File: config.mk
export PLATFORM = sky130hd
export DESIGN_NAME = dpc_protection_config
export DESIGN_NICKNAME = d
export VERILOG_FILES = /design/src/hdl/dpc_power_limiter.v /design/src/hdl/dpc_protection_config.v
export VERILOG_INCLUDE_DIRS = /design/src /design/src/hdl
export SDC_FILE = /design/constraint.sdc
export NUM_CORES = 1
export LEC_CHECK = 0
export BUFFER_PORTS_ARGS = -buffer_cell sky130_fd_sc_hd__clkbuf_2
export CORE_MARGIN = 10
export CORE_UTILIZATION = 41
export CTS_CLUSTER_DIAMETER = 80
export CTS_CLUSTER_SIZE = 8
export DETAILED_ROUTE_END_ITERATION = 16
export GPL_TIMING_DRIVEN = 0
export PLACE_DENSITY_LB_ADDON = 0.25
export SLEW_MARGIN = 20
export SYNTH_ARGS = -nofsm -noshare
export SYNTH_HDL_FRONTEND = slang
export SYNTH_SLANG_ARGS = --single-unit
File: constraint.sdc
create_clock -name core_clk_i -period 3.3 [get_ports core_clk_i]
set_input_delay 0.165 -clock core_clk_i [delete_from_list [all_inputs] [get_ports core_clk_i]]
set_output_delay 0.165 -clock core_clk_i [all_outputs]
set_load 0.005 [all_outputs]
File: src/hdl/dpc_defines.vh
// register offsets, field positions, reset values and masks of the protection config bank
`ifndef DPC_DEFINES_VH
`define DPC_DEFINES_VH

// ----------------------------------------------------------------
// register offsets
// ----------------------------------------------------------------
`define DPC_LIMITER_ROUTING_CONFIG_ADDR 8'h23
`define DPC_POWER_LIMIT_CONFIG_ADDR 8'h2B
`define DPC_MIXER_ENABLE_CONFIG_ADDR 8'h2C
`define DPC_PROTECTION_ENABLE_CONFIG_ADDR 8'h2D
`define DPC_BROWNOUT_THRESHOLD_ADDR 8'h2E

// ----------------------------------------------------------------
// reset values
// ----------------------------------------------------------------
`define DPC_LIMITER_ROUTING_CONFIG_RST 8'h00
`define DPC_POWER_LIMIT_CONFIG_RST 8'h00
`define DPC_MIXER_ENABLE_CONFIG_RST 8'h00
`define DPC_PROTECTION_ENABLE_CONFIG_RST 8'h00
`define DPC_BROWNOUT_THRESHOLD_RST 8'hBF

// ----------------------------------------------------------------
// writable bit masks (reserved read-only bits stay zero)
// ----------------------------------------------------------------
`define DPC_LIMITER_ROUTING_CONFIG_WMASK 8'hF0
`define DPC_POWER_LIMIT_CONFIG_WMASK 8'hFC
`define DPC_MIXER_ENABLE_CONFIG_WMASK 8'hF0
`define DPC_PROTECTION_ENABLE_CONFIG_WMASK 8'hFF
`define DPC_BROWNOUT_THRESHOLD_WMASK 8'hFF

// ----------------------------------------------------------------
// limiter routing fields
// ----------------------------------------------------------------
`define DPC_LIM_SRC_MSB 7
`define DPC_LIM_SRC_LSB 6
`define DPC_LIM_APPLY_MSB 5
`define DPC_LIM_APPLY_LSB 4
`define DPC_LIM_SRC_MAX 2'h0
`define DPC_LIM_SRC_ONE 2'h1
`define DPC_LIM_SRC_ZERO 2'h2
`define DPC_LIM_SRC_AVG 2'h3
`define DPC_LIM_APPLY_BOTH 2'h0
`define DPC_LIM_APPLY_ONE 2'h1
`define DPC_LIM_APPLY_ZERO 2'h2
`define DPC_LIM_APPLY_NONE 2'h3

// ----------------------------------------------------------------
// power limiter fields
// ----------------------------------------------------------------
`define DPC_PLIM_EN_BIT 7
`define DPC_PLIM_ATTN_MSB 6
`define DPC_PLIM_ATTN_LSB 4
`define DPC_PLIM_ANALOG_BIT 3
`define DPC_PLIM_RECOVER_BIT 2
`define DPC_PLIM_DB_PER_STEP 3'h6

// ----------------------------------------------------------------
// mixer fields
// ----------------------------------------------------------------
`define DPC_MIX_SERIAL_BIT 7
`define DPC_MIX_SIDECHAIN_BIT 6
`define DPC_MIX_LOOPBACK_BIT 4

// ----------------------------------------------------------------
// protection enable fields
// ----------------------------------------------------------------
`define DPC_PROT_DISTORTION_BIT 7
`define DPC_PROT_BATTERY_GUARD_BIT 6
`define DPC_PROT_HEAT_BIT 5
`define DPC_PROT_COMPRESSOR_BIT 4
`define DPC_PROT_SIGGEN1_BIT 3
`define DPC_PROT_SIGGEN2_BIT 2
`define DPC_PROT_SUPPLY_SEL_BIT 1
`define DPC_PROT_UNDERVOLT_BIT 0

// ----------------------------------------------------------------
// undervoltage threshold: code scaled to a 12-bit sample by 16
// ----------------------------------------------------------------
`define DPC_UV_CODE_SHIFT 4

`endif

File: src/hdl/dpc_power_limiter.v
// power limiter attenuation tracker with source select and recovery control
`include "dpc_defines.vh"

module dpc_power_limiter #(
    parameter SAMPLE_W = 12
) (
    input wire core_clk_i,
    input wire sys_rst_i,
    input wire power_limiter_enable_i,
    input wire [2:0] power_limiter_attenuation_code_i,
    input wire attenuation_from_analog_input_i,
    input wire attenuation_recovery_enable_i,
    input wire plim_request_pin_i,
    input wire analog_sample_valid_i,
    input wire [SAMPLE_W-1:0] analog_sample_i,
    output reg [2:0] plim_attenuation_o
);

    reg [2:0] lut_code;
    reg [2:0] target_code;
    reg [2:0] next_attenuation;

    // ----------------------------------------------------------------
    // lookup: lower input voltage gives deeper attenuation
    // ----------------------------------------------------------------
    always @*
    begin
        lut_code = 3'h7 - analog_sample_i[SAMPLE_W-1:SAMPLE_W-3];
    end

    always @*
    begin
        if (attenuation_from_analog_input_i)
            target_code = analog_sample_valid_i ? lut_code : plim_attenuation_o;
        else if (plim_request_pin_i)
            target_code = power_limiter_attenuation_code_i;
        else
            target_code = 3'h0;
    end

    // ----------------------------------------------------------------
    // attenuation may rise while enabled, falls only with recovery or to zero when disabled
    // ----------------------------------------------------------------
    always @*
    begin
        if (!power_limiter_enable_i)
            next_attenuation = 3'h0;
        else if (target_code > plim_attenuation_o)
            next_attenuation = target_code;
        else if (attenuation_recovery_enable_i)
            next_attenuation = target_code;
        else
            next_attenuation = plim_attenuation_o;
    end

    always @(posedge core_clk_i or posedge sys_rst_i)
    begin
        if (sys_rst_i)
            plim_attenuation_o <= 3'h0;
        else
            plim_attenuation_o <= next_attenuation;
    end

endmodule // dpc_power_limiter

File: src/hdl/dpc_protection_config.v
// register bank and control decode for playback protection and mixing
`include "dpc_defines.vh"

module dpc_protection_config #(
    parameter LEVEL_W = 16,
    parameter SAMPLE_W = 12
) (
    input wire core_clk_i,
    input wire sys_rst_i,
    input wire [7:0] reg_addr_i,
    input wire reg_wr_i,
    input wire [7:0] reg_wdata_i,
    input wire reg_rd_i,
    output reg [7:0] reg_rdata_o,
    output reg reg_rvalid_o,
    input wire [LEVEL_W-1:0] playback_input_zero_i,
    input wire [LEVEL_W-1:0] playback_input_one_i,
    output reg [LEVEL_W-1:0] limiter_detect_level_o,
    output wire limiter_apply_zero_o,
    output wire limiter_apply_one_o,
    input wire plim_request_pin_i,
    input wire analog_sample_valid_i,
    input wire [SAMPLE_W-1:0] analog_sample_i,
    output wire [2:0] plim_attenuation_o,
    output reg [5:0] plim_attenuation_db_o,
    output wire serial_playback_mixer_enable_o,
    output wire side_chain_mixer_enable_o,
    output wire loopback_mixer_enable_o,
    output wire distortion_limiter_enable_o,
    output wire battery_guard_enable_o,
    output wire heat_gain_reduction_enable_o,
    output wire range_compressor_enable_o,
    output wire signal_generator_one_enable_o,
    output wire signal_generator_two_enable_o,
    input wire battery_sample_valid_i,
    input wire [SAMPLE_W-1:0] battery_sample_i,
    input wire analog_supply_sample_valid_i,
    input wire [SAMPLE_W-1:0] analog_supply_sample_i,
    output reg supply_measure_valid_o,
    output reg [SAMPLE_W-1:0] supply_measure_o,
    output reg undervoltage_shutdown_o
);

    // ----------------------------------------------------------------
    // register storage
    // ----------------------------------------------------------------
    reg [7:0] limiter_routing_config;
    reg [7:0] power_limit_config;
    reg [7:0] mixer_enable_config;
    reg [7:0] protection_enable_config;
    reg [7:0] brownout_threshold;
    reg [7:0] next_rdata;

    wire [1:0] limiter_source_select;
    wire [1:0] limiter_apply_select;
    wire power_limiter_enable;
    wire [2:0] power_limiter_attenuation_code;
    wire attenuation_from_analog_input;
    wire attenuation_recovery_enable;
    wire supply_measure_select;
    wire undervoltage_shutdown_enable;
    wire [7:0] undervoltage_threshold_code;
    wire [SAMPLE_W-1:0] threshold_level;
    wire [LEVEL_W:0] level_sum;
    wire sel_valid;
    wire [SAMPLE_W-1:0] sel_sample;

    // ----------------------------------------------------------------
    // register writes
    // ----------------------------------------------------------------
    always @(posedge core_clk_i or posedge sys_rst_i)
    begin
        if (sys_rst_i)
        begin
            limiter_routing_config <= `DPC_LIMITER_ROUTING_CONFIG_RST;
            power_limit_config <= `DPC_POWER_LIMIT_CONFIG_RST;
            mixer_enable_config <= `DPC_MIXER_ENABLE_CONFIG_RST;
            protection_enable_config <= `DPC_PROTECTION_ENABLE_CONFIG_RST;
            brownout_threshold <= `DPC_BROWNOUT_THRESHOLD_RST;
        end
        else if (reg_wr_i)
        begin
            case (reg_addr_i)
                `DPC_LIMITER_ROUTING_CONFIG_ADDR:
                    limiter_routing_config <= reg_wdata_i & `DPC_LIMITER_ROUTING_CONFIG_WMASK;
                `DPC_POWER_LIMIT_CONFIG_ADDR:
                    power_limit_config <= reg_wdata_i & `DPC_POWER_LIMIT_CONFIG_WMASK;
                `DPC_MIXER_ENABLE_CONFIG_ADDR:
                    mixer_enable_config <= reg_wdata_i & `DPC_MIXER_ENABLE_CONFIG_WMASK;
                `DPC_PROTECTION_ENABLE_CONFIG_ADDR:
                    protection_enable_config <= reg_wdata_i & `DPC_PROTECTION_ENABLE_CONFIG_WMASK;
                `DPC_BROWNOUT_THRESHOLD_ADDR:
                    brownout_threshold <= reg_wdata_i & `DPC_BROWNOUT_THRESHOLD_WMASK;
                default:
                begin
                end
            endcase
        end
    end

    // ----------------------------------------------------------------
    // register reads, unmapped reads give zero
    // ----------------------------------------------------------------
    always @*
    begin
        case (reg_addr_i)
            `DPC_LIMITER_ROUTING_CONFIG_ADDR:
                next_rdata = limiter_routing_config;
            `DPC_POWER_LIMIT_CONFIG_ADDR:
                next_rdata = power_limit_config;
            `DPC_MIXER_ENABLE_CONFIG_ADDR:
                next_rdata = mixer_enable_config;
            `DPC_PROTECTION_ENABLE_CONFIG_ADDR:
                next_rdata = protection_enable_config;
            `DPC_BROWNOUT_THRESHOLD_ADDR:
                next_rdata = brownout_threshold;
            default:
                next_rdata = 8'h00;
        endcase
    end

    always @(posedge core_clk_i or posedge sys_rst_i)
    begin
        if (sys_rst_i)
        begin
            reg_rdata_o <= 8'h00;
            reg_rvalid_o <= 1'b0;
        end
        else
        begin
            reg_rvalid_o <= reg_rd_i;
            if (reg_rd_i)
                reg_rdata_o <= next_rdata;
        end
    end

    // ----------------------------------------------------------------
    // field decode
    // ----------------------------------------------------------------
    assign limiter_source_select = limiter_routing_config[`DPC_LIM_SRC_MSB:`DPC_LIM_SRC_LSB];
    assign limiter_apply_select = limiter_routing_config[`DPC_LIM_APPLY_MSB:`DPC_LIM_APPLY_LSB];
    assign power_limiter_enable = power_limit_config[`DPC_PLIM_EN_BIT];
    assign power_limiter_attenuation_code =
        power_limit_config[`DPC_PLIM_ATTN_MSB:`DPC_PLIM_ATTN_LSB];
    assign attenuation_from_analog_input = power_limit_config[`DPC_PLIM_ANALOG_BIT];
    assign attenuation_recovery_enable = power_limit_config[`DPC_PLIM_RECOVER_BIT];

    assign serial_playback_mixer_enable_o = mixer_enable_config[`DPC_MIX_SERIAL_BIT];
    assign side_chain_mixer_enable_o = mixer_enable_config[`DPC_MIX_SIDECHAIN_BIT];
    assign loopback_mixer_enable_o = mixer_enable_config[`DPC_MIX_LOOPBACK_BIT];

    assign distortion_limiter_enable_o =
        protection_enable_config[`DPC_PROT_DISTORTION_BIT];
    assign battery_guard_enable_o =
        protection_enable_config[`DPC_PROT_BATTERY_GUARD_BIT];
    assign heat_gain_reduction_enable_o =
        protection_enable_config[`DPC_PROT_HEAT_BIT];
    assign range_compressor_enable_o =
        protection_enable_config[`DPC_PROT_COMPRESSOR_BIT];
    assign signal_generator_one_enable_o =
        protection_enable_config[`DPC_PROT_SIGGEN1_BIT];
    assign signal_generator_two_enable_o =
        protection_enable_config[`DPC_PROT_SIGGEN2_BIT];
    assign supply_measure_select = protection_enable_config[`DPC_PROT_SUPPLY_SEL_BIT];
    assign undervoltage_shutdown_enable =
        protection_enable_config[`DPC_PROT_UNDERVOLT_BIT];
    assign undervoltage_threshold_code = brownout_threshold;

    // ----------------------------------------------------------------
    // limiter detection and routing
    // ----------------------------------------------------------------
    assign level_sum = {1'b0, playback_input_zero_i} + {1'b0, playback_input_one_i};

    always @(posedge core_clk_i or posedge sys_rst_i)
    begin
        if (sys_rst_i)
            limiter_detect_level_o <= {LEVEL_W{1'b0}};
        else
        begin
            case (limiter_source_select)
                `DPC_LIM_SRC_MAX:
                    limiter_detect_level_o <= (playback_input_zero_i > playback_input_one_i) ?
                        playback_input_zero_i : playback_input_one_i;
                `DPC_LIM_SRC_ONE:
                    limiter_detect_level_o <= playback_input_one_i;
                `DPC_LIM_SRC_ZERO:
                    limiter_detect_level_o <= playback_input_zero_i;
                default:
                    limiter_detect_level_o <= level_sum[LEVEL_W:1];
            endcase
        end
    end

    assign limiter_apply_zero_o = (limiter_apply_select == `DPC_LIM_APPLY_BOTH) ||
        (limiter_apply_select == `DPC_LIM_APPLY_ZERO);
    assign limiter_apply_one_o = (limiter_apply_select == `DPC_LIM_APPLY_BOTH) ||
        (limiter_apply_select == `DPC_LIM_APPLY_ONE);

    // ----------------------------------------------------------------
    // power limiter
    // ----------------------------------------------------------------
    dpc_power_limiter #(
        .SAMPLE_W(SAMPLE_W)
    ) i_dpc_power_limiter (
        .core_clk_i(core_clk_i),
        .sys_rst_i(sys_rst_i),
        .power_limiter_enable_i(power_limiter_enable),
        .power_limiter_attenuation_code_i(power_limiter_attenuation_code),
        .attenuation_from_analog_input_i(attenuation_from_analog_input),
        .attenuation_recovery_enable_i(attenuation_recovery_enable),
        .plim_request_pin_i(plim_request_pin_i),
        .analog_sample_valid_i(analog_sample_valid_i),
        .analog_sample_i(analog_sample_i),
        .plim_attenuation_o(plim_attenuation_o)
    );

    // attenuation in dB magnitude, six per step
    always @(posedge core_clk_i or posedge sys_rst_i)
    begin
        if (sys_rst_i)
            plim_attenuation_db_o <= 6'h00;
        else
            plim_attenuation_db_o <= plim_attenuation_o * `DPC_PLIM_DB_PER_STEP;
    end

    // ----------------------------------------------------------------
    // supply measurement select and undervoltage shutdown
    // ----------------------------------------------------------------
    assign sel_valid = supply_measure_select ?
        analog_supply_sample_valid_i : battery_sample_valid_i;
    assign sel_sample = supply_measure_select ?
        analog_supply_sample_i : battery_sample_i;
    assign threshold_level =
        {undervoltage_threshold_code, {`DPC_UV_CODE_SHIFT{1'b0}}};

    always @(posedge core_clk_i or posedge sys_rst_i)
    begin
        if (sys_rst_i)
        begin
            supply_measure_valid_o <= 1'b0;
            supply_measure_o <= {SAMPLE_W{1'b0}};
            undervoltage_shutdown_o <= 1'b0;
        end
        else
        begin
            supply_measure_valid_o <= sel_valid;
            if (sel_valid)
                supply_measure_o <= sel_sample;
            if (!undervoltage_shutdown_enable)
                undervoltage_shutdown_o <= 1'b0;
            else if (sel_valid)
                undervoltage_shutdown_o <= (sel_sample < threshold_level);
        end
    end

endmodule // dpc_protection_config

==> impl_metrics.json, run 1 <==
{
  "dr.pass1.iters": 5,
  "synth.distinct_cells": 63,
  "antenna_cells": 0,
  "initial_utilization": 0.4166,
  "drc_errors": 0,
  "cts_max_level": 3,
  "grt_pass1_wl_um": 22440,
  "clk_pin_slew_ns": 0.06,
  "finalWirelength_um": 13980,
  "fin_crit_sh": 0.8377,
  "setup_ws_ns": 0.5356,
  "insertion_delay_ns": 0.33,
  "reg2reg_from": "protection_enable_config[1]",
  "grt_max_degree": 44,
  "fin_skew_ns": 0.007263,
  "ios": 151,
  "drt_iter0_drc": 278,
  "grt_util_all_layers": 0.1658,
  "startpoint_type": "register",
  "ys_seq_area_frac": 0.3901,
  "synth_edf_count": 0,
  "viasPerCell": 5.359,
  "vias": 4325,
  "rows": 40,
  "cts_resized": 0,
  "postSynth.asyncResetShare": 1.000,
  "die_x_um": 130.0,
  "coreArea_mm2": 0.01191,
  "startpoint": "protection_enable_config[1]",
  "rsz0062_at_grt": "no",
  "grt_overflow": 0,
  "syn_avg_cell_area_um2": 9.865,
  "drv_cap": 0,
  "yosys_warnings": 0,
  "port_buffers": 139,
  "worst_pin_slew_ns": 0.6819,
  "power_density_mw_per_mm2": 410.6,
  "tritoncts": "yes",
  "crit_required_ns": 3.55,
  "setup_viol": 0,
  "cp-end-kind": "register",
  "worst-setup-path-type": "reg -> reg",
  "post-place-ws_ns": 0.5355,
  "cts_num_sinks": 77,
  "r2r_slack_ns": 0.54,
  "synth-seq-cells": 77,
  "fmax_mhz": 361.7,
  "routedWlPerCell_um": 17.32,
  "final_max_slew_viol_count": 0,
  "hold_viol_final": 0,
  "hpwl_um": 11140,
  "synthCells": 503,
  "setup_tns_ns": 0,
  "drtAntennaViolNets": 0,
  "grt_pass1_vias": 4509,
  "slew_headroom": 0.5437,
  "p_total_mw": 2.530,
  "syn_nets": 642,
  "dieArea_mm2": 0.01690,
  "leakagePower_nw": 2.965,
  "layout.nets": 794,
  "peakVddDrop_v": 0.0002456,
  "ctsRootBufferMaster": "clkbuf_16",
  "status": "finished clean",
  "syn_to_final_growth_pct": 24.18,
  "min_path_type": "in -> reg",
  "gp_congestion": 0.8848,
  "fp.dieH_um": 130.0,
  "cp_max_fo": 10,
  "drive_gt1_frac": 0.3455,
  "worstPathArrival_ns": 3.01,
  "finalCriticalPeriod_ns": 2.764,
  "clock_path_buffers": 2,
  "ys.flop_type": "dfrtp_1",
  "cts_buffers": 9,
  "antenna_found_initial": 0,
  "min_from": "reg_rd_i",
  "syn_area_mm2": 0.004962
}
[state kept, by name, summed over array words and instances, names as in the netlist, 3 cells and up]
| name | cells |
|---|---|
| supply_measure_o | 12 |
| power_limit_config | 6 |
| brownout_threshold | 8 |
| reg_rdata_o | 8 |
| protection_enable_config | 8 |
| mixer_enable_config | 4 |
| limiter_detect_level_o | 16 |
| i_dpc_power_limiter.plim_attenuation_o | 3 |
| plim_attenuation_db_o | 5 |
| limiter_routing_config | 4 |
[routing by layer]
metal	global-route usage	part of all wire	up-vias	wire (um)
met1	0.2061	0.44	2031	6156
met4	0.05225	0.016	0	225
met3	0.04625	0.085	17	1192
met2	0.2734	0.46	180	6401
li1	-	-	2097	-
met5	0	0	-	0
[through the flow]
step | instance area [um2] | cells | utilization | hold WS, ns
after global routing | 6162 | 807 | 0.5173 | 0.02828
after CTS | 6162 | 807 | 0.5173 | 0.02838
final | 6162 | 807 | 0.5173 | 0.04038
after detailed placement | 5864 | 790 | 0.4923 | 0.2139
after global placement | 5842 | 789 | 0.4904 | 0.3819
after floorplan | 4962 | 503 | - | 0.1964
[worst paths after layout]
path	to	cells past startpoint
max	undervoltage_shutdown_o	10
min	reg_rvalid_o	1
max in group asynchronous	brownout_threshold[4]	4
min in group asynchronous	limiter_detect_level_o[8]	3
max reg2reg	undervoltage_shutdown_o	10
min reg2reg	mixer_enable_config[5]	1
[where the power goes]
group | leakage (nW) | internal [mW] | switching [mW]
clock network | 0.137 | 0.587 | 0.384
registers | 0.952 | 1.00 | 0.0310
logic | 1.88 | 0.233 | 0.290
[cells in the mapped netlist, types with 8 or more instances]
library cell / number / area, um2
ha_1: 45 / 563.0
o22ai_1: 12 / 75.07
nand2_1: 35 / 131.4
mux2_2: 44 / 495.5
dfrtp_1: 70 / 1752
inv_1: 47 / 176.4
mux2i_1: 10 / 100.1
xnor2_1: 12 / 105.1
a31oi_1: 13 / 81.33
clkbuf_1: 8 / 30.03
nor2_1: 41 / 153.9
nor2b_1: 8 / 50.05
o21ai_0: 21 / 105.1
a21oi_1: 33 / 165.2
[cell families (layout without fill, tap and decap cells)]
kind of cell	count (synthesis)	after routing	share of synthesized area
mux	54	54	0.1200
simple gates	122	122	0.1228
xor+xnor	12	12	0.02118
other cells	1	1	0.0007557
flops	77	77	0.3901
compound gates	127	127	0.1710
buf+inv	63	220	0.05270
fa+ha+maj	47	47	0.1215
[layout by cell type (no fill, tap or decap), types with 3 or more instances in the layout]
master and instances:
dfstp_2 7, ha_1 45, a21o_1 3, nor2b_1 8, a21boi_0 3, dfrtp_1 70, nand2_1 35, a22oi_1 4
mux2_2 44, mux2i_1 10, nor3_1 7, o21a_1 4, a211oi_1 6, clkbuf_16 9, a21oi_1 33, a31oi_1 13
nor2_1 41, nand3_1 3, o22ai_1 12, clkbuf_1 11, buf_4 4, o211ai_1 4, xnor2_1 12, inv_1 46
a221oi_1 5, o21ai_0 21, nand2b_1 5, nand4_1 3, clkbuf_2 139
[critical path: stages, from the launching register on]
cell	delay, ns
dfrtp_1	0.32
clkbuf_1	0.27
buf_1	0.51
mux2_2	0.43
ha_1	0.27
a21boi_0	0.12
o21a_1	0.17
o21a_1	0.16
o2111ai_1	0.17
nand4_1	0.10
a21boi_0	0.17
[area by class of cell]
type | instances | area [um2]
flip-flops and latches | 77 | 1936
clock inverters | 4 | 51.30
clock buffers | 12 | 236.5
fillers | 1109 | 5749
plain buffers | 16 | 85.08
inverters | 47 | 178.9
well taps | 147 | 183.9
multi-input cells | 363 | 2765
repair buffers | 141 | 725.7
[repair_timing]
item / 4_1_cts / 5_1_grt
hold buffers: 1 / 0
hold endpoints to repair: 34 / 0
setup buffers: 0 / 0
Note: power is estimated with default switching activity, not from simulation.
==> inputs of run 2 (changes only) <==
--- a/config.mk
+++ b/config.mk
@@ -6,6 +6,7 @@
 export SDC_FILE = /design/constraint.sdc
 export NUM_CORES = 1
 export LEC_CHECK = 0
+export ABC_AREA = 1
 export BUFFER_PORTS_ARGS = -buffer_cell sky130_fd_sc_hd__clkbuf_2
 export CORE_MARGIN = 10
 export CORE_UTILIZATION = 41
==> constraint.sdc (replaced) <==
create_clock -name core_clk_i -period 2.4 [get_ports core_clk_i]
set_input_delay 0.12 -clock core_clk_i [delete_from_list [all_inputs] [get_ports core_clk_i]]
set_output_delay 0.12 -clock core_clk_i [all_outputs]
set_load 0.005 [all_outputs]
==> run 2 against run 1 <==
Critical path depth decreased by 1; total power increased by 45%; synthesized area increased by 9.6%; synthesized cell count increased by 45%; maximum frequency increased by 36%; sequential power increased by 38%; wire length increased by 13%; count of clock-buffer cells in the layout unchanged; design area increased by 8.9%; hold slack got worse by 0.013 ns; cell count increased by 32%; non-clock buffer count increased by 2.
==> impl_metrics.json, run 2 <==
{
  "status": "finished clean",
  "syn_nets": 870,
  "initial_utilization": 0.4138,
  "port_buffers": 140,
  "reg2reg_from": "protection_enable_config[1]",
  "power.share.clock": 0.378,
  "antenna_cells": 0,
  "post-place-ws_ns": 0.3520,
  "cts_buffers": 9,
  "leakagePower_nw": 3.556,
  "fin_skew_ns": 0.007488,
  "startpoint_type": "register",
  "p_total_mw": 3.661,
  "switching_power_mw": 1.059,
  "whs_path_depth": 3,
  "syn_avg_cell_area_um2": 7.437,
  "routedWlPerCell_um": 14.84,
  "rsz0062_at_grt": "no",
  "worst-setup-path-type": "reg -> reg",
  "highest_layer": "met4",
  "fin_util": 0.5109,
  "grt_pass1_wl_um": 25420,
  "cts_num_sinks": 77,
  "dieArea_mm2": 0.01827,
  "most-common-layout-cells": "nand2_1 (177), clkbuf_2 (140), inv_1 (114), dfrtp_1 (70), o21ai_0 (56)",
  "cts_post_setup_buffers_inserted": 0,
  "wl_met2_um": 7397,
  "final_max_slew_viol_count": 0,
  "ctsRootBufferMaster": "clkbuf_16",
  "fill_cells": 1335,
  "drt_iter0_drc": 357,
  "power_density_mw_per_mm2": 545.5,
  "wl_met1_um": 6918,
  "r2r_slack_ns": 0.36,
  "regMostFlops": "limiter_detect_level_o",
  "grt_pass1_vias": 5235,
  "whs_ns": 0.02739,
  "yosys_warnings": 0,
  "seq_power_share": 0.391,
  "setup_viol": 0,
  "ios": 151,
  "finalWirelength_um": 15820,
  "crit_required_ns": 2.65,
  "setup_ws_ns": 0.3617,
  "insertion_delay_ns": 0.33,
  "cp_slowest_cell": "dfrtp_1",
  "grt_util_all_layers": 0.1703,
  "top_regs": "limiter_detect_level_o: 16 flops, supply_measure_o: 12 flops",
  "synth-seq-cells": 77,
  "synthCells": 731,
  "ys_seq_area_frac": 0.3560,
  "worstPathCellList": "inv_1 > clkbuf_1 > nand2_1 > nand2_1 > ha_1 > a21oi_1 > o21a_1 > o21ai_0 > a21oi_1",
  "finalInstanceArea_mm2": 0.006711,
  "grt_overflow": 0,
  "fin_cells": 1066,
  "dr.pass1.iters": 6,
  "viasPerCell": 4.975,
  "hpwl_um": 12860,
  "slew_headroom": 0.5783,
  "cts_max_level": 3,
  "antenna_found_initial": 0,
  "finalCriticalPeriod_ns": 2.038,
  "fmax_mhz": 490.6,
  "syn_to_final_growth_pct": 23.45,
  "synth_commonest_cells": "nand2_1 (177), inv_1 (115), dfrtp_1 (70), o21ai_0 (56), nand3_1 (55)",
  "min_from": "analog_supply_sample_i[3]",
  "dpl_cell_area_mm2": 0.006380,
  "die_x_um": 135.2,
  "hold_viol_final": 0,
  "syn_area_mm2": 0.005436,
  "clk_pin_slew_ns": 0.06,
  "grt_max_degree": 43,
  "slowest_delay_ns": 0.45,
  "tritoncts": "yes",
  "rows": 42,
  "synthTopCellsByArea": "dfrtp_1 (32%), nand2_1 (12%), ha_1 (10%)",
  "sw_frac_of_total": 0.2893,
  "drv_cap": 0,
  "startpoint": "protection_enable_config[1]",
  "layout.nets": 1024,
  "cp_max_fo": 10,
  "gp_congestion": 0.9034,
  "fp.dieH_um": 135.2,
  "drc_errors": 0,
  "final_common_cell": "nand2_1",
  "r2r_cells": 9,
  "worstPathArrival_ns": 2.29,
  "r2r-end": "undervoltage_shutdown_o",
  "synth_top_area_frac": 0.3222,
  "drive_gt1_frac": 0.2416,
  "fin_crit_sh": 0.8493,
  "post-synth-top-count-cell": "nand2_1",
  "synth.distinct_cells": 41,
  "dr_wl_met3_um": 1141,
  "cp-end-kind": "register",
  "p_int_mw": 2.602,
  "postSynth.asyncResetShare": 1.000,
  "min_path_type": "in -> reg",
  "worst_pin_slew_ns": 0.6326,
  "place_inst": 1048,
  "ys.flop_type": "dfrtp_1",
  "peakVddDrop_v": 0.0003182,
  "setup_tns_ns": 0,
  "vias": 5303,
  "drtAntennaViolNets": 0,
  "largest_reg_flops": 16,
  "coreArea_mm2": 0.01314,
  "power_frac_comb": 0.231,
  "synth_edf_count": 0,
  "clock_path_buffers": 2,
  "synth_top_cell_by_area": "dfrtp_1",
  "hold_end": "supply_measure_o[3]"
}
run 2: cell types whose count changed in the layout (fill, tap and decap cells not counted), sizes merged, moves of 10 or more:
| cell | previous run | this run |
|---|---|---|
| mux2i | 10 | 0 |
| o21ai | 22 | 56 |
| mux2 | 44 | 1 |
| nand2 | 36 | 190 |
| nand3 | 3 | 75 |
| inv | 47 | 119 |
run 2: power groups by stage:
stage | clock network [mW] | registers [mW] | logic (mW)
finish | 1.38 | 1.43 | 0.847
CTS | 1.41 | 1.43 | 0.853
detailed placement | 0 | 1.45 | 0.847
global placement | 0 | 1.45 | 0.835
global route | 1.46 | 1.44 | 0.962
floorplan | 0 | 1.46 | 0.520
run 2: worst max-delay path, delay by kind of cell (launching register included):
family | cells | cell delay [ns]
flip-flops | 1 | 0.45
adder cells (fa/ha/maj) | 1 | 0.24
buffers and inverters | 2 | 0.55
AND/OR/NAND/NOR | 2 | 0.23
AO/OA/AOI/OAI | 4 | 0.50
run 2: how the worst max path moves through the flow:
stage                                                     end  slack (ns)  depth (start not counted)
floorplan                               brownout_threshold[6]        0.32                          1
global placement    i_dpc_power_limiter.plim_attenuation_o[2]       -0.60                          2
detailed placement                  limiter_detect_level_o[9]        0.35                         13
CTS                                   undervoltage_shutdown_o        0.34                          9
global route                          undervoltage_shutdown_o        0.18                          9
finish                                undervoltage_shutdown_o        0.36                          9
run 2: layer usage:
metal,GRT usage,vias up
met5,0,-
met4,0.06579,0
met3,0.03561,22
met2,0.2846,175
met1,0.2102,2412
li1,-,2694
run 2: cell families after synthesis:
family | count (synthesis) | share of synthesized area
other | 1 | 0.0006898
multiplexers | 1 | 0.002071
flip-flops | 77 | 0.3560
adder cells (fa/ha/maj) | 47 | 0.1109
XOR/XNOR | 5 | 0.008057
buffers and inverters | 135 | 0.1003
AND/OR/NAND/NOR | 340 | 0.2941
AO/OA/AOI/OAI | 125 | 0.1277
run 2: cell type report:
cell class	count	area, um2	share of cell area
timing repair buffer	143	740.7	0.1104
clock inverter	4	45.04	0.006711
sequential	77	1936	0.2884
clock buffer	12	266.5	0.03971
multi-input combinational	519	2955	0.4403
buffer	16	98.84	0.01473
inverter	119	449.2	0.06693
tap	176	220.2	0.03281
run 2: repair_timing:
| item | 4_1_cts | 5_1_grt |
|---|---|---|
| gates resized for setup | 0 | 0 |
| endpoints found under the setup margin | 0 | 0 |
| hold buffers | 2 | 0 |
| endpoints found under the hold margin | 39 | 0 |
==> inputs of run 3 (changes only) <==
==> constraint.sdc (replaced) <==
create_clock -name core_clk_i -period 2.14 [get_ports core_clk_i]
set_input_delay 0.107 -clock core_clk_i [delete_from_list [all_inputs] [get_ports core_clk_i]]
set_output_delay 0.107 -clock core_clk_i [all_outputs]
set_load 0.005 [all_outputs]
==> run 3 against run 2 <==
Sequential power is 13% higher; critical path type unchanged; count of clock-buffer cells in the layout unchanged; design area up 0.19%; maximum frequency grew 4.3%; global-route usage is the same; core utilization rose by 0.095 points; clock power is 12% higher; first-iteration DRC count rose by 1.4%; non-clock buffer count stayed put; cell count stayed put; via count is 0.17% lower; flip-flop and latch count unchanged.
==> impl_metrics.json, run 3 (synthesis gave the netlist of run 2 again) <==
{
  "status": "finished clean",
  "rows": 42,
  "crit_required_ns": 2.36,
  "setup_tns_ns": 0,
  "dieArea_mm2": 0.01827,
  "power_density_mw_per_mm2": 610.5,
  "insertion_delay_ns": 0.33,
  "regMostFlops": "limiter_detect_level_o",
  "drt_iter0_drc": 362,
  "dr.pass1.iters": 5,
  "slew_headroom": 0.5639,
  "p_int_mw": 2.919,
  "cp_max_fo": 6,
  "vias": 5294,
  "grt_util_all_layers": 0.1703,
  "drc_errors": 0,
  "coreArea_mm2": 0.01314,
  "layout.nets": 1024,
  "hpwl_um": 12860,
  "cts_post_setup_buffers_inserted": 0,
  "whs_ns": 0.01439,
  "fin_skew_ns": 0.007253,
  "fin_util": 0.5118,
  "cp_top_family": "simple AND/OR/NAND/NOR gates",
  "cts_max_level": 3,
  "min_path_type": "in -> reg",
  "initial_utilization": 0.4138,
  "final_common_cell": "nand2_1",
  "top_regs": "limiter_detect_level_o: 16 flops, supply_measure_o: 12 flops",
  "cp_num_buf_inv": 0,
  "cp.depth": 7,
  "die_x_um": 135.2,
  "gp_congestion": 0.9034,
  "dpl_cell_area_mm2": 0.006380,
  "port_buffers": 140,
  "ios": 151,
  "hold_viol_final": 0,
  "setup_viol": 0,
  "syn_to_final_growth_pct": 23.68,
  "cp-end-kind": "register",
  "power_frac_comb": 0.232,
  "slowest_delay_ns": 0.44,
  "most-common-layout-cells": "nand2_1 (177), clkbuf_2 (141), inv_1 (114), dfrtp_1 (70), o21ai_0 (56)",
  "leakagePower_nw": 3.561,
  "startpoint_type": "register",
  "worstPathArrival_ns": 2.17,
  "peakVddDrop_v": 0.0003583,
  "whs_path_depth": 3,
  "largest_reg_flops": 16,
  "clk_pin_slew_ns": 0.06,
  "cts_num_sinks": 77,
  "worst_pin_slew_ns": 0.6541,
  "drive_gt1_frac": 0.2449,
  "antenna_cells": 0,
  "worstPathCellList": "or2_2 > a21oi_1 > ha_1 > nand3_1 > nand2_1 > nand3_2 > mux2_2",
  "ctsRootBufferMaster": "clkbuf_16",
  "routedWlPerCell_um": 14.86,
  "worst-setup-path-type": "reg -> reg",
  "grt_pass1_wl_um": 25420,
  "viasPerCell": 4.966,
  "switching_power_mw": 1.186,
  "power.share.clock": 0.377,
  "grt_pass1_vias": 5235,
  "fp.dieH_um": 135.2,
  "cp_slowest_cell": "dfrtp_1",
  "clock_path_buffers": 2,
  "finalCriticalPeriod_ns": 1.954,
  "seq_power_share": 0.391,
  "rsz0062_at_grt": "no",
  "drv_cap": 0,
  "fmax_mhz": 511.8,
  "r2r_cells": 7,
  "antenna_found_initial": 0,
  "fill_cells": 1330,
  "drtAntennaViolNets": 0,
  "sw_frac_of_total": 0.2890,
  "cts_buffers": 9,
  "tritoncts": "yes",
  "grt_max_degree": 43,
  "grt_overflow": 0,
  "finalWirelength_um": 15840,
  "fin_crit_sh": 0.9131,
  "final_max_slew_viol_count": 0,
  "finalInstanceArea_mm2": 0.006724
}
run 3: cell count changes in the layout (fill, tap and decap cells not counted):
cell      previous run  this run
clkbuf_1            10         9
clkbuf_2           140       141
nand3_1             55        54
nand3_2             20        21
o22ai_1             19        18
o22ai_2              0         1
run 3: worst paths after layout:
check / start / to / slack (ns)
worst max-delay path: i_dpc_power_limiter.plim_attenuation_o[0] / i_dpc_power_limiter.plim_attenuation_o[0] / 0.19
worst min-delay path: battery_sample_i[2] / supply_measure_o[2] / 0.01
worst max register to register: i_dpc_power_limiter.plim_attenuation_o[0] / i_dpc_power_limiter.plim_attenuation_o[0] / 0.19
worst min register to register: reg_rdata_o[2] / reg_rdata_o[2] / 0.48
max in group asynchronous: sys_rst_i / brownout_threshold[5] / 1.12
min in group asynchronous: sys_rst_i / limiter_detect_level_o[9] / 0.38
run 3: power by group through the flow:
| stage | logic [mW] | clock network, mW | registers (mW) |
|---|---|---|---|
| final | 0.953 | 1.55 | 1.61 |
| after global placement | 0.937 | 0 | 1.63 |
| after detailed placement | 0.950 | 0 | 1.63 |
| after floorplan | 0.583 | 0 | 1.63 |
| after global routing | 1.08 | 1.64 | 1.62 |
| after CTS | 0.957 | 1.58 | 1.61 |
run 3: final cells by class:
class	count	area [um2]	share of cell area
multi-input combinational	519	2967	0.4412
sequential	77	1936	0.2879
clock buffer	12	266.5	0.03964
tap	176	220.2	0.03275
inverter	119	449.2	0.06680
clock inverter	4	45.04	0.006699
buffer	16	100.1	0.01489
timing repair buffer	143	740.7	0.1102
run 3: repair_timing:
action / CTS / global route
setup endpoints to repair: 0 / 2
hold buffers: 2 / 0
resized for setup: 0 / 4
hold endpoints to repair: 39 / 0
run 3: layer usage:
metal	wire length, um	track usage	vias to the layer above	part of all wire
met5	0	0	-	0
met4	377	0.06579	0	0.024
met3	1066	0.03561	26	0.067
met2	7350	0.2846	173	0.46
met1	7045	0.2102	2404	0.44
li1	-	-	2691	-
run 3: stage by stage:
step	total power, mW	cells	setup slack, ns
4_1_cts	4.146	1066	0.07604
3_3_place_gp	2.566	1047	-0.8506
3_5_place_dp	2.581	1048	0.09730
2_1_floorplan	2.217	731	0.07790
5_1_grt	4.340	1066	0.03834
6_report	4.105	1066	0.1860
run 3: worst min-delay path, stage by stage:
cell and delay, ns:
clkbuf_2 0.08, nand2_1 0.05, a31oi_1 0.07
